## src/core/ufs_pkg.sv

```systemverilog
// Package for the per-channel FIFO, flow control and status register block.
package ufs_pkg;

   // Register byte addresses, channel 0 and channel 1.
   localparam logic [27:0] ADDR_FIFO_CONTROL_CH0   = 28'h1D00008;
   localparam logic [27:0] ADDR_MODEM_CONTROL_CH0  = 28'h1D0000C;
   localparam logic [27:0] ADDR_LINE_STATUS_CH0    = 28'h1D00010;
   localparam logic [27:0] ADDR_RECEIVE_ERROR_CH0  = 28'h1D00014;
   localparam logic [27:0] ADDR_FILL_STATUS_CH0    = 28'h1D00018;
   localparam logic [27:0] ADDR_CHANNEL_CONTROL_CH0 = 28'h1D00004;
   localparam logic [27:0] ADDR_FIFO_CONTROL_CH1   = 28'h1D04008;
   localparam logic [27:0] ADDR_MODEM_CONTROL_CH1  = 28'h1D0400C;
   localparam logic [27:0] ADDR_LINE_STATUS_CH1    = 28'h1D04010;
   localparam logic [27:0] ADDR_RECEIVE_ERROR_CH1  = 28'h1D04014;
   localparam logic [27:0] ADDR_FILL_STATUS_CH1    = 28'h1D04018;
   localparam logic [27:0] ADDR_CHANNEL_CONTROL_CH1 = 28'h1D04004;

   // Field positions.
   localparam int FCON_TX_TRIG_LSB = 6;
   localparam int FCON_RX_TRIG_LSB = 4;
   localparam int FCON_TX_RESET    = 2;
   localparam int FCON_RX_RESET    = 1;
   localparam int FCON_ENABLE      = 0;
   localparam int MCON_AUTO_FLOW   = 4;
   localparam int MCON_RTS         = 0;
   localparam int CCON_TIMEOUT_EN  = 7;
   localparam int CCON_ERROR_EN    = 6;

   // Reset values.
   localparam logic [7:0] RESET_FIFO_CONTROL    = 8'h00;
   localparam logic [7:0] RESET_MODEM_CONTROL   = 8'h00;
   localparam logic [7:0] RESET_CHANNEL_CONTROL = 8'h00;
   localparam logic [2:0] RESET_LINE_STATUS     = 3'h6;
   localparam logic [3:0] RESET_RECEIVE_ERROR   = 4'h0;

   // Writable masks; reserved bit 3 of the FIFO control stays zero.
   localparam logic [7:0] FCON_WRITE_MASK = 8'hF7;
   localparam logic [7:0] MCON_WRITE_MASK = 8'h11;

   // Timeout length in character times and flow-control headroom.
   localparam int RX_TIMEOUT_CHARS = 3;
   localparam int FLOW_HEADROOM    = 2;

   // Register-bus request carrier.
   typedef struct packed {
      logic [27:0] addr;
      logic [31:0] wdata;
      logic        write;
      logic        read;
   } ufs_bus_req_type;

   // Received-character event carrier from the receive shifter.
   typedef struct packed {
      logic valid;
      logic brk;
      logic frame_err;
      logic parity_err;
   } ufs_rx_event_type;

endpackage : ufs_pkg

```

## src/core/ufs_top.sv

```systemverilog
// Control and status logic of the two-channel serial port, one instance per channel.
//
// Our own choice: the plain strobed port.

////////////////////////////////////////////////////////////////////////////////
// Overview of operation
// - Transmit trigger at bits 7:6: empty, 4, 8 or 12 bytes.
// - Receive trigger at bits 5:4: 4, 8, 12 or 16 bytes.
// - Writing 1 to bit 2 empties transmit FIFO; bit self-clears.
// - Writing 1 to bit 1 empties receive FIFO; bit self-clears.
// - Bit 0 selects FIFO mode, else single holding registers.
// - Receive data below trigger, idle three character times, raises timeout interrupt.
// - Auto flow enable bit 4 makes hardware drive request-to-send.
// - Without auto flow, modem bit 0 set drives request_to_send_n low.
// - Status bit 2 is one when holding buffer and shifter both empty.
// - Status bit 1 is one while transmit holding buffer is empty.
// - Status bit 0 is one while receive buffer holds valid data.
// - Line status reads 0x6 after reset.
// - Error bit 3 is set on received break.
// - Error bit 2 is set on framing error.
// - Error bit 1 is set on parity error.
// - Reading the error register clears all four error flags.
// - Control bit 7 enables timeout interrupt, only in FIFO mode with dma_rx_mode set.
// - Control bit 6 enables the receive error interrupt.
// - Each channel has 16-byte transmit and receive FIFOs.
module ufs_top #(
   parameter int CHANNEL    = 0,
   parameter int FIFO_DEPTH = 16,
   parameter int DATA_WIDTH = 8
) (
   // Clock and reset.
   input  wire logic                    mclk,
   input  wire logic                    rst_n,
   // Register port.
   input  wire ufs_pkg::ufs_bus_req_type bus_req,
   output logic [31:0]                  bus_rdata,
   // Receive shifter side.
   input  wire ufs_pkg::ufs_rx_event_type rx_event,
   input  wire logic [DATA_WIDTH-1:0]   rx_char,
   input  wire logic                    char_time_tick,
   input  wire logic                    dma_rx_mode,
   // Data register side.
   input  wire logic                    tx_write,
   input  wire logic [DATA_WIDTH-1:0]   tx_write_data,
   input  wire logic                    rx_read,
   output logic [DATA_WIDTH-1:0]        rx_read_data,
   // Transmit shifter side.
   input  wire logic                    tx_shifter_busy,
   input  wire logic                    tx_take,
   output logic                         tx_char_valid,
   output logic [DATA_WIDTH-1:0]        tx_char,
   // Handshake pins.
   input  wire logic                    clear_to_send_n,
   output logic                         request_to_send_n,
   // Requests to the interrupt and DMA logic.
   output logic                         rx_service_req,
   output logic                         tx_service_req,
   output logic                         rx_timeout_irq,
   output logic                         rx_error_irq
);

   localparam int CW = $clog2(FIFO_DEPTH + 1);
   localparam int PW = $clog2(FIFO_DEPTH);
   localparam logic [27:0] A_FCON = CHANNEL == 0 ? ufs_pkg::ADDR_FIFO_CONTROL_CH0
                                                 : ufs_pkg::ADDR_FIFO_CONTROL_CH1;
   localparam logic [27:0] A_MCON = CHANNEL == 0 ? ufs_pkg::ADDR_MODEM_CONTROL_CH0
                                                 : ufs_pkg::ADDR_MODEM_CONTROL_CH1;
   localparam logic [27:0] A_LSTAT = CHANNEL == 0 ? ufs_pkg::ADDR_LINE_STATUS_CH0
                                                  : ufs_pkg::ADDR_LINE_STATUS_CH1;
   localparam logic [27:0] A_RERR = CHANNEL == 0 ? ufs_pkg::ADDR_RECEIVE_ERROR_CH0
                                                 : ufs_pkg::ADDR_RECEIVE_ERROR_CH1;
   localparam logic [27:0] A_FILL = CHANNEL == 0 ? ufs_pkg::ADDR_FILL_STATUS_CH0
                                                 : ufs_pkg::ADDR_FILL_STATUS_CH1;
   localparam logic [27:0] A_CCON = CHANNEL == 0 ? ufs_pkg::ADDR_CHANNEL_CONTROL_CH0
                                                 : ufs_pkg::ADDR_CHANNEL_CONTROL_CH1;

   logic [7:0]            fifo_control;
   logic [7:0]            modem_control;
   logic [7:0]            channel_control;
   logic [3:0]            receive_error;
   logic [DATA_WIDTH-1:0] tx_mem [FIFO_DEPTH];
   logic [DATA_WIDTH-1:0] rx_mem [FIFO_DEPTH];
   logic [PW-1:0]         tx_wr_ptr;
   logic [PW-1:0]         tx_rd_ptr;
   logic [PW-1:0]         rx_wr_ptr;
   logic [PW-1:0]         rx_rd_ptr;
   logic [CW-1:0]         tx_count;
   logic [CW-1:0]         rx_count;
   logic [CW-1:0]         tx_trigger;
   logic [CW-1:0]         rx_trigger;
   logic [CW-1:0]         tx_cap;
   logic [CW-1:0]         rx_cap;
   logic [1:0]            timeout_count;
   logic                  fifo_on;
   logic                  auto_flow;
   logic                  wr_fcon;
   logic                  rd_rerr;
   logic                  tx_push;
   logic                  tx_pop;
   logic                  rx_push;
   logic                  rx_pop;
   logic                  rx_overrun;
   logic                  tx_flush;
   logic                  rx_flush;

   ////////////////////////////////////////////////////////////////////////////
   // Decode and control fields.
   assign fifo_on   = fifo_control[ufs_pkg::FCON_ENABLE];
   assign auto_flow = modem_control[ufs_pkg::MCON_AUTO_FLOW];
   assign wr_fcon   = bus_req.write && bus_req.addr == A_FCON;
   assign rd_rerr   = bus_req.read && bus_req.addr == A_RERR;
   // Flush requests act on the write itself; the stored bit is seen set for one cycle.
   assign tx_flush  = wr_fcon && bus_req.wdata[ufs_pkg::FCON_TX_RESET];
   assign rx_flush  = wr_fcon && bus_req.wdata[ufs_pkg::FCON_RX_RESET];
   // Without FIFO mode each side holds a single byte.
   assign tx_cap    = fifo_on ? CW'(FIFO_DEPTH) : CW'(1);
   assign rx_cap    = fifo_on ? CW'(FIFO_DEPTH) : CW'(1);

   // Trigger decode.
   always_comb begin
      case (fifo_control[ufs_pkg::FCON_TX_TRIG_LSB +: 2])
         2'h0:    tx_trigger = CW'(0);
         2'h1:    tx_trigger = CW'(4);
         2'h2:    tx_trigger = CW'(8);
         default: tx_trigger = CW'(12);
      endcase
      case (fifo_control[ufs_pkg::FCON_RX_TRIG_LSB +: 2])
         2'h0:    rx_trigger = CW'(4);
         2'h1:    rx_trigger = CW'(8);
         2'h2:    rx_trigger = CW'(12);
         default: rx_trigger = CW'(16);
      endcase
   end

   ////////////////////////////////////////////////////////////////////////////
   // Configuration registers; reset bits clear themselves one cycle later.
   always_ff @(posedge mclk) begin
      if (!rst_n) begin
         fifo_control <= ufs_pkg::RESET_FIFO_CONTROL;
      end else if (wr_fcon) begin
         fifo_control <= bus_req.wdata[7:0] & ufs_pkg::FCON_WRITE_MASK;
      end else begin
         fifo_control[ufs_pkg::FCON_TX_RESET] <= 1'b0;
         fifo_control[ufs_pkg::FCON_RX_RESET] <= 1'b0;
      end
   end

   // Modem control keeps only its defined bits.
   always_ff @(posedge mclk) begin
      if (!rst_n) begin
         modem_control <= ufs_pkg::RESET_MODEM_CONTROL;
      end else if (bus_req.write && bus_req.addr == A_MCON) begin
         modem_control <= bus_req.wdata[7:0] & ufs_pkg::MCON_WRITE_MASK;
      end
   end

   // Only the two interrupt enables of the channel control live here.
   always_ff @(posedge mclk) begin
      if (!rst_n) begin
         channel_control <= ufs_pkg::RESET_CHANNEL_CONTROL;
      end else if (bus_req.write && bus_req.addr == A_CCON) begin
         channel_control <= bus_req.wdata[7:0] & 8'hC0;
      end
   end

   ////////////////////////////////////////////////////////////////////////////
   // Transmit FIFO; a flush overrides any push or pop in the same cycle.
   assign tx_push       = tx_write && tx_count < tx_cap;
   assign tx_char_valid = tx_count != CW'(0) && (!auto_flow || !clear_to_send_n);
   assign tx_pop        = tx_take && tx_char_valid;
   assign tx_char       = tx_mem[tx_rd_ptr];

   always_ff @(posedge mclk) begin
      if (!rst_n || tx_flush) begin
         tx_wr_ptr <= '0;
         tx_rd_ptr <= '0;
         tx_count  <= '0;
      end else begin
         if (tx_push) begin
            tx_wr_ptr <= PW'(tx_wr_ptr + 1'b1);
         end
         if (tx_pop) begin
            tx_rd_ptr <= PW'(tx_rd_ptr + 1'b1);
         end
         tx_count <= CW'(tx_count + CW'(tx_push) - CW'(tx_pop));
      end
   end

   // Storage write is kept apart from the pointers so memory needs no reset.
   always_ff @(posedge mclk) begin
      if (tx_push) begin
         tx_mem[tx_wr_ptr] <= tx_write_data;
      end
      if (rx_push) begin
         rx_mem[rx_wr_ptr] <= rx_char;
      end
   end

   ////////////////////////////////////////////////////////////////////////////
   // Receive FIFO; a full buffer drops the new character and flags overrun.
   assign rx_push      = rx_event.valid && rx_count < rx_cap;
   assign rx_overrun   = rx_event.valid && rx_count >= rx_cap;
   assign rx_pop       = rx_read && rx_count != CW'(0);
   assign rx_read_data = rx_mem[rx_rd_ptr];

   always_ff @(posedge mclk) begin
      if (!rst_n || rx_flush) begin
         rx_wr_ptr <= '0;
         rx_rd_ptr <= '0;
         rx_count  <= '0;
      end else begin
         if (rx_push) begin
            rx_wr_ptr <= PW'(rx_wr_ptr + 1'b1);
         end
         if (rx_pop) begin
            rx_rd_ptr <= PW'(rx_rd_ptr + 1'b1);
         end
         rx_count <= CW'(rx_count + CW'(rx_push) - CW'(rx_pop));
      end
   end

   ////////////////////////////////////////////////////////////////////////////
   // Error flags: a new event in the read cycle survives the clear.
   always_ff @(posedge mclk) begin
      if (!rst_n) begin
         receive_error <= ufs_pkg::RESET_RECEIVE_ERROR;
      end else begin
         receive_error <= (rd_rerr ? 4'h0 : receive_error)
                          | {rx_event.valid && rx_event.brk,
                             rx_event.valid && rx_event.frame_err,
                             rx_event.valid && rx_event.parity_err,
                             rx_overrun};
      end
   end

   assign rx_error_irq = channel_control[ufs_pkg::CCON_ERROR_EN] && receive_error != 4'h0;

   ////////////////////////////////////////////////////////////////////////////
   // Receive timeout: counts idle character times while data sits below trigger.
   // A flush restarts it too, or a stale count would hold the interrupt after emptying.
   always_ff @(posedge mclk) begin
      if (!rst_n || rx_event.valid || rx_pop || rx_count == CW'(0)
          || rx_count >= rx_trigger || rx_flush) begin
         timeout_count <= 2'h0;
      end else if (char_time_tick && timeout_count != 2'(ufs_pkg::RX_TIMEOUT_CHARS)) begin
         timeout_count <= 2'(timeout_count + 1'b1);
      end
   end

   // Held as a level until data moves or new data arrives.
   assign rx_timeout_irq = fifo_on && dma_rx_mode
                           && channel_control[ufs_pkg::CCON_TIMEOUT_EN]
                           && timeout_count == 2'(ufs_pkg::RX_TIMEOUT_CHARS);

   ////////////////////////////////////////////////////////////////////////////
   // Service requests and flow control.
   assign rx_service_req = fifo_on ? rx_count >= rx_trigger
                                   : rx_count != CW'(0);
   assign tx_service_req = fifo_on ? tx_count <= tx_trigger : tx_count == CW'(0);

   // Stop the partner with a little headroom for a character already in flight.
   always_ff @(posedge mclk) begin
      if (!rst_n) begin
         request_to_send_n <= 1'b1;
      end else if (auto_flow) begin
         request_to_send_n <= rx_count + CW'(ufs_pkg::FLOW_HEADROOM) > rx_cap;
      end else begin
         request_to_send_n <= !modem_control[ufs_pkg::MCON_RTS];
      end
   end

   ////////////////////////////////////////////////////////////////////////////
   // Read data, one cycle after the read strobe; unmapped reads give zero.
   always_ff @(posedge mclk) begin
      if (!rst_n) begin
         bus_rdata <= 32'h0000_0000;
      end else if (!bus_req.read) begin
         bus_rdata <= 32'h0000_0000;
      end else begin
         case (bus_req.addr)
            A_FCON:  bus_rdata <= {24'h000000, fifo_control};
            A_MCON:  bus_rdata <= {24'h000000, modem_control};
            A_CCON:  bus_rdata <= {24'h000000, channel_control};
            A_LSTAT: bus_rdata <= {29'h0, tx_count == CW'(0) && !tx_shifter_busy,
                                   tx_count == CW'(0),
                                   rx_count != CW'(0)};
            A_RERR:  bus_rdata <= {28'h0000000, receive_error};
            A_FILL:  bus_rdata <= {22'h0, tx_count == CW'(FIFO_DEPTH), rx_count == CW'(FIFO_DEPTH),
                                   tx_count[3:0], rx_count[3:0]};
            default: bus_rdata <= 32'h0000_0000;
         endcase
      end
   end

endmodule : ufs_top

```

## config.mk

```make
export PLATFORM = sky130hd
export DESIGN_NAME = ufs_top
export DESIGN_NICKNAME = d
export VERILOG_FILES = /design/src/core/ufs_pkg.sv /design/src/core/ufs_top.sv
export SDC_FILE = /design/constraint.sdc
export NUM_CORES = 1
export LEC_CHECK = 0
export BUFFER_PORTS_ARGS = -buffer_cell sky130_fd_sc_hd__buf_2
export CAP_MARGIN = 20
export CORE_ASPECT_RATIO = 0.75
export CORE_MARGIN = 2
export CORE_UTILIZATION = 53
export CTS_CLUSTER_SIZE = 20
export DETAILED_ROUTE_END_ITERATION = 16
export PLACE_DENSITY = 0.76
export SETUP_SLACK_MARGIN = 0.05
export SYNTH_ARGS = -nofsm -noshare
export SYNTH_HDL_FRONTEND = slang
export SYNTH_SLANG_ARGS = --single-unit
```

## constraint.sdc

```tcl
create_clock -name mclk -period 2.9 [get_ports mclk]
set_input_delay 0.145 -clock mclk [delete_from_list [all_inputs] [get_ports mclk]]
set_output_delay 0.145 -clock mclk [all_outputs]
set_load 0.02 [all_outputs]
```

==> results_dict.tcl, run 1 <==
set metrics [dict create \
    synthFlopType "edfxtp_1" \
    cts_sinks 318 \
    dpl.hpwl_um 18000 \
    clockBufferDepth 3 \
    syn2layout_area_growth_pct 18.5 \
    stdcell_count 1369 \
    hold_ws_ps 51.0 \
    final_common_cell "edfxtp_1" \
    seq_area_frac_synth 0.666 \
    clk_pin_slew_worst_paths_ps 60 \
    io_buffers 97 \
    ys_ff_latch 318 \
    regToRegSetupSlack_ps 240 \
    drive_above_1_share 0.263 \
    via_per_inst 5.77 \
    grt_max_degree 33 \
    root_buffer "clkbuf_16" \
    routedWlPerCell_um 21.6 \
    setup_violations 0 \
    fin_setup_tns_ps 0 \
    worst-slew-pin-transition_ps 798 \
    design.die.area_mm2 0.0266 \
    cts_buffers 31 \
    rows 50 \
    grt.busiest_layer "met2" \
    gr-usage-met1 0.324 \
    cp-end-kind "register" \
    antenna_found_initial 1 \
    layout_common_cells "edfxtp_1, buf_2, mux4_2" \
    critPathMaxFanout 5 \
    dp_cells 1274 \
    hold_viol 0 \
    yosys.area.top_type "edfxtp_1" \
    max_freq_mhz 376 \
    grt_usage 0.227 \
    period_minus_slack_ps 2660 \
    p_leak_nw 5.71 \
    netlist_area_mm2 0.0134 \
    wl_um 29600 \
    core-area_mm2 0.0249 \
    slowest_delay_ps 470 \
    rsz0062_at_grt "false" \
    final_core_util 0.638 \
    io_pins 145 \
    grt_pass1_vias 8071 \
    worstPathArrival_ps 3100 \
    start_util 0.538 \
    ant_nets 0 \
    async_flop_share 0 \
    avgSynthCellArea_um2 16.0 \
    design_area_mm2 0.0159 \
    cp_slowest_cell "or4b_4" \
    first_pass_iters 5 \
    drtIter0Drc 764 \
    hold_path.class "in -> reg" \
    cap_violations 0 \
    min_path_cells 4 \
    fin_skew_ps 20.9 \
    yosysWarnings 0 \
    grt_pass1_wl_um 46000 \
    globalRoute.totalOverflow 0 \
    synth.area.top_cells "edfxtp_1, mux4_2, dfxtp_1, ha_1, a22oi_1" \
    grt_use_met2 0.367 \
    yosysUniqueCellTypes 63 \
    synthCells 840 \
    grt_util_met3 0.0312 \
    synth_top_area_frac 0.574 \
    place_congestion 0.888 \
    route.vias.total 7903 \
    htree_levels 1 \
    cts_setup_buffers 0 \
    synth_edf_count 256 \
    slew_headroom 0.467 \
    drv_slew 0 \
    criticalPathCategory "reg -> reg" \
    drc 0 \
    die_x_um 188 \
    vdd_drop_max_v 0.000536 \
    status "finished, final reports clean" \
    cts_tree "done" \
    fp.dieH_um 142 \
    post-route-period-util 0.918 \
    nNetsFinal 1138 \
    nFillCells 1744 \
    powerDensity_mw_per_mm2 810 \
    cp_cell_sequence "inv_2, ha_1, or4b_4, nand2_2, inv_1, ha_1, inv_1, ha_1, inv_1, fa_1, o21bai_1, a21oi_1, xnor2_1, nor2_1" \
    crit_path_start_kind "register" \
    placed_area_mm2 0.0144 \
    worstSkewPairLatency_ps 570 \
    required_ps 3340 \
    ff2ff_path_depth 14 \
]
power by group:
| part | switching [mW] | internal [mW] |
|---|---|---|
| Sequential | 0.136 | 5.16 |
| Clock | 1.70 | 2.73 |
| Combinational | 1.73 | 1.41 |
| Total | 3.57 | 9.30 |
metrics by stage:
| stage | total power [mW] | setup slack, ps |
|---|---|---|
| 2_1_floorplan | 7.53 | 103 |
| 3_3_place_gp | 8.34 | 186 |
| 3_5_place_dp | 8.41 | 148 |
| 4_1_cts | 12.9 | 136 |
| 5_1_grt | 13.4 | 48.6 |
| 6_report | 12.9 | 239 |
worst max-delay path: cells and delay by family, from the launching register on:
kind            cells  cell delay [ps]
fa+ha+maj           4              970
simple gates        3              620
flops               1              320
buf+inv             4              250
compound gates      2              230
xor+xnor            1              150
cell type report:
type	count	area, µm²	share of cell area
diodes	1	2.50	0.000158
clock buffers	37	820	0.0516
clock inverters	21	324	0.0204
inverters	33	124	0.00780
multi-input cells	450	4100	0.258
flip-flops and latches	318	8930	0.562
well taps	338	423	0.0266
repair buffers	171	1160	0.0728
timing repair:
| item | 4_1_cts | 5_1_grt |
|---|---|---|
| endpoints found under the hold margin | 279 | 0 |
| hold buffers | 36 | 0 |
| gates resized for setup | 0 | 7 |
| endpoints found under the setup margin | 0 | 2 |
worst paths after layout:
| kind | from | end |
|---|---|---|
| setup / recovery | rx_count[2] | rx_count[4] |
| hold / removal | char_time_tick | timeout_count[0] |
| setup reg to reg | rx_count[2] | rx_count[4] |
| hold reg to reg | fifo_control[7] | fifo_control[7] |
per-layer routing:
layer  routed length (µm)  vias up
li1                     -     3543
met2                14200      364
met3                 1980       56
met1                12700     3940
met5                    0        -
met4                  744        0
cell families after synthesis:
family | count (synthesis) | share of synthesized area
multiplexers | 77 | 0.117
other | 1 | 0.000280
flip-flops | 318 | 0.666
XOR/XNOR | 18 | 0.0118
buffers and inverters | 93 | 0.0345
AND/OR/NAND/NOR | 200 | 0.0809
adder cells (fa/ha/maj) | 42 | 0.0403
AO/OA/AOI/OAI | 91 | 0.0485
synth_stat cells, types with 7 or more instances:
| cell | n |
|---|---|
| a21oi_1 | 16 |
| a22oi_1 | 36 |
| and3_1 | 19 |
| buf_2 | 10 |
| buf_4 | 25 |
| clkbuf_1 | 18 |
| dfxtp_1 | 62 |
| edfxtp_1 | 256 |
| ha_1 | 40 |
| inv_1 | 33 |
| mux2i_1 | 12 |
| mux4_2 | 64 |
| nand2_1 | 46 |
| nand3_1 | 22 |
| nor2_1 | 43 |
| nor2b_1 | 15 |
| nor3_1 | 11 |
| o21ai_0 | 9 |
| xnor2_1 | 7 |
| xor2_1 | 11 |
flip-flops by register name, indices dropped and copies added, names as in the netlist, 4 cells and up, named ones only:
| register | cells |
|---|---|
| rx_rd_ptr | 4 |
| bus_rdata | 10 |
| tx_rd_ptr | 4 |
| tx_mem | 128 |
| rx_count | 5 |
| rx_wr_ptr | 4 |
| fifo_control | 7 |
| tx_count | 5 |
| tx_wr_ptr | 4 |
| rx_mem | 128 |
| receive_error | 4 |
Power figures use the tool's default switching activity.
==> inputs of run 2 (changes only) <==
--- a/config.mk
+++ b/config.mk
@@ -7,13 +7,16 @@
 export LEC_CHECK = 0
 export BUFFER_PORTS_ARGS = -buffer_cell sky130_fd_sc_hd__buf_2
 export CAP_MARGIN = 20
+export CELL_PAD_IN_SITES_DETAIL_PLACEMENT = 0
+export CELL_PAD_IN_SITES_GLOBAL_PLACEMENT = 1
 export CORE_ASPECT_RATIO = 0.75
 export CORE_MARGIN = 2
-export CORE_UTILIZATION = 53
+export CORE_UTILIZATION = 45
 export CTS_CLUSTER_SIZE = 20
 export DETAILED_ROUTE_END_ITERATION = 16
-export PLACE_DENSITY = 0.76
+export PLACE_DENSITY_LB_ADDON = 0.1
 export SETUP_SLACK_MARGIN = 0.05
+export SKIP_CTS_REPAIR_TIMING = 1
 export SYNTH_ARGS = -nofsm -noshare
 export SYNTH_HDL_FRONTEND = slang
 export SYNTH_SLANG_ARGS = --single-unit
==> run 2 against run 1 <==
Non-clock buffer count is 25 lower. Combinational power is 3% lower. Maximum frequency is 1.3% lower. Final cell count is 2.0% higher. Global-route usage is 3.9 points lower. Critical endpoint is now tx_count[4]. Sequential share of layout area is 0.93 points higher.
==> results_dict.tcl, run 2 (synthesis results as in run 1) <==
set metrics [dict create \
    dpl.hpwl_um 19400 \
    place_congestion 0.844 \
    core-area_mm2 0.0292 \
    route.vias.total 7632 \
    nFillCells 2407 \
    die_x_um 203 \
    critPathMaxFanout 5 \
    worstSkewPairLatency_ps 530 \
    fin_setup_tns_ps 0 \
    criticalPathCategory "reg -> reg" \
    regToRegSetupSlack_ps 200 \
    pre_cts_ws_ps 68.9 \
    syn2layout_area_growth_pct 16.6 \
    diodes 0 \
    drc 0 \
    worstPathArrival_ps 3080 \
    fin_skew_ps 18.1 \
    design.die.area_mm2 0.0312 \
    grt.busiest_layer "met2" \
    gr-usage-met1 0.279 \
    required_ps 3280 \
    slew_headroom 0.392 \
    nNetsFinal 1116 \
    powerDensity_mw_per_mm2 794 \
    first_pass_iters 5 \
    hold_path.class "in -> reg" \
    status "finished, final reports clean" \
    fp.dieH_um 153 \
    grt_pass1_wl_um 44500 \
    rows 54 \
    grt_use_met2 0.284 \
    cts_tree "done" \
    period_minus_slack_ps 2700 \
    via_per_inst 5.46 \
    drv_slew 0 \
    drive_above_1_share 0.268 \
    grt_pass1_vias 7889 \
    max_freq_mhz 371 \
    hold_viol 0 \
    vdd_drop_max_v 0.000410 \
    rsz0062_at_grt "false" \
    cp-end-kind "register" \
    design_area_mm2 0.0156 \
    grt_usage 0.187 \
    worst-slew-pin-transition_ps 910 \
    grt_max_degree 33 \
    antenna_found_initial 0 \
    cap_violations 0 \
    htree_levels 2 \
    clk_pin_slew_worst_paths_ps 60 \
    cts_buffers 34 \
    placed_area_mm2 0.0144 \
    post-route-period-util 0.929 \
    grt_util_met3 0.0429 \
    crit_path_start_kind "register" \
    io_pins 145 \
    start_util 0.459 \
    io_buffers 97 \
    final_common_cell "edfxtp_1" \
    layout_common_cells "edfxtp_1, buf_2, mux4_2" \
    setup_violations 0 \
    ant_nets 0 \
    wl_um 28600 \
    top_regs "rx_mem: 128 flops, tx_mem: 128 flops, bus_rdata: 10 flops" \
    cts_sinks 318 \
    globalRoute.totalOverflow 0 \
    routedWlPerCell_um 20.5 \
    clockBufferDepth 3 \
    root_buffer "clkbuf_16" \
    drtIter0Drc 572 \
    timing.final.ws_setup_ps 205 \
    p_leak_nw 5.54 \
]
## run 2: metal layers
layer,up-vias,part of all wire
met5,-,0
met4,0,0.014
met3,38,0.065
met2,259,0.45
met1,3831,0.47
li1,3504,-
## run 2: worst max-delay path, cell delays in order (launching register included)
cell      delay [ps]
dfxtp_1          340
inv_2            110
ha_1             190
or4b_4           490
nand2_2          110
inv_1             50
ha_1             260
inv_1             40
ha_1             200
fa_2             370
nand2b_1          80
a21oi_1           90
nor3_2           190
nor3b_2           60
## run 2: cell type report
type	count	area, µm²	share of cell area
clock buffer	45	955	0.0611
clock inverter	13	93.8	0.00601
inverter	33	124	0.00793
multi-input combinational	450	4120	0.264
sequential	318	8930	0.572
tap	392	490	0.0314
timing repair buffer	146	913	0.0585
## run 2: report_power, final
group	internal, mW	leakage [nW]	switching [mW]
Sequential	5.16	2.81	0.145
Combinational	1.38	2.22	1.66
Clock	2.33	0.511	1.73
## run 2: through the flow
stage	instances	power [mW]	util	hold slack (ps)
after floorplan	861	7.53	-	244
after global placement	1325	8.34	0.494	394
after detailed placement	1325	8.41	0.494	402
after CTS	1383	12.5	0.530	-125
after global routing	1397	13.0	0.535	2.89
final	1397	12.4	0.535	0.300
## run 2: path summary, 6_finish.rpt
check,endpoint,cells past startpoint,start
max,tx_count[4],13,tx_count[2]
min,tx_mem[1][0],1,tx_write_data[0]
max reg2reg,tx_count[4],13,tx_count[2]
min reg2reg,fifo_control[7],2,fifo_control[7]
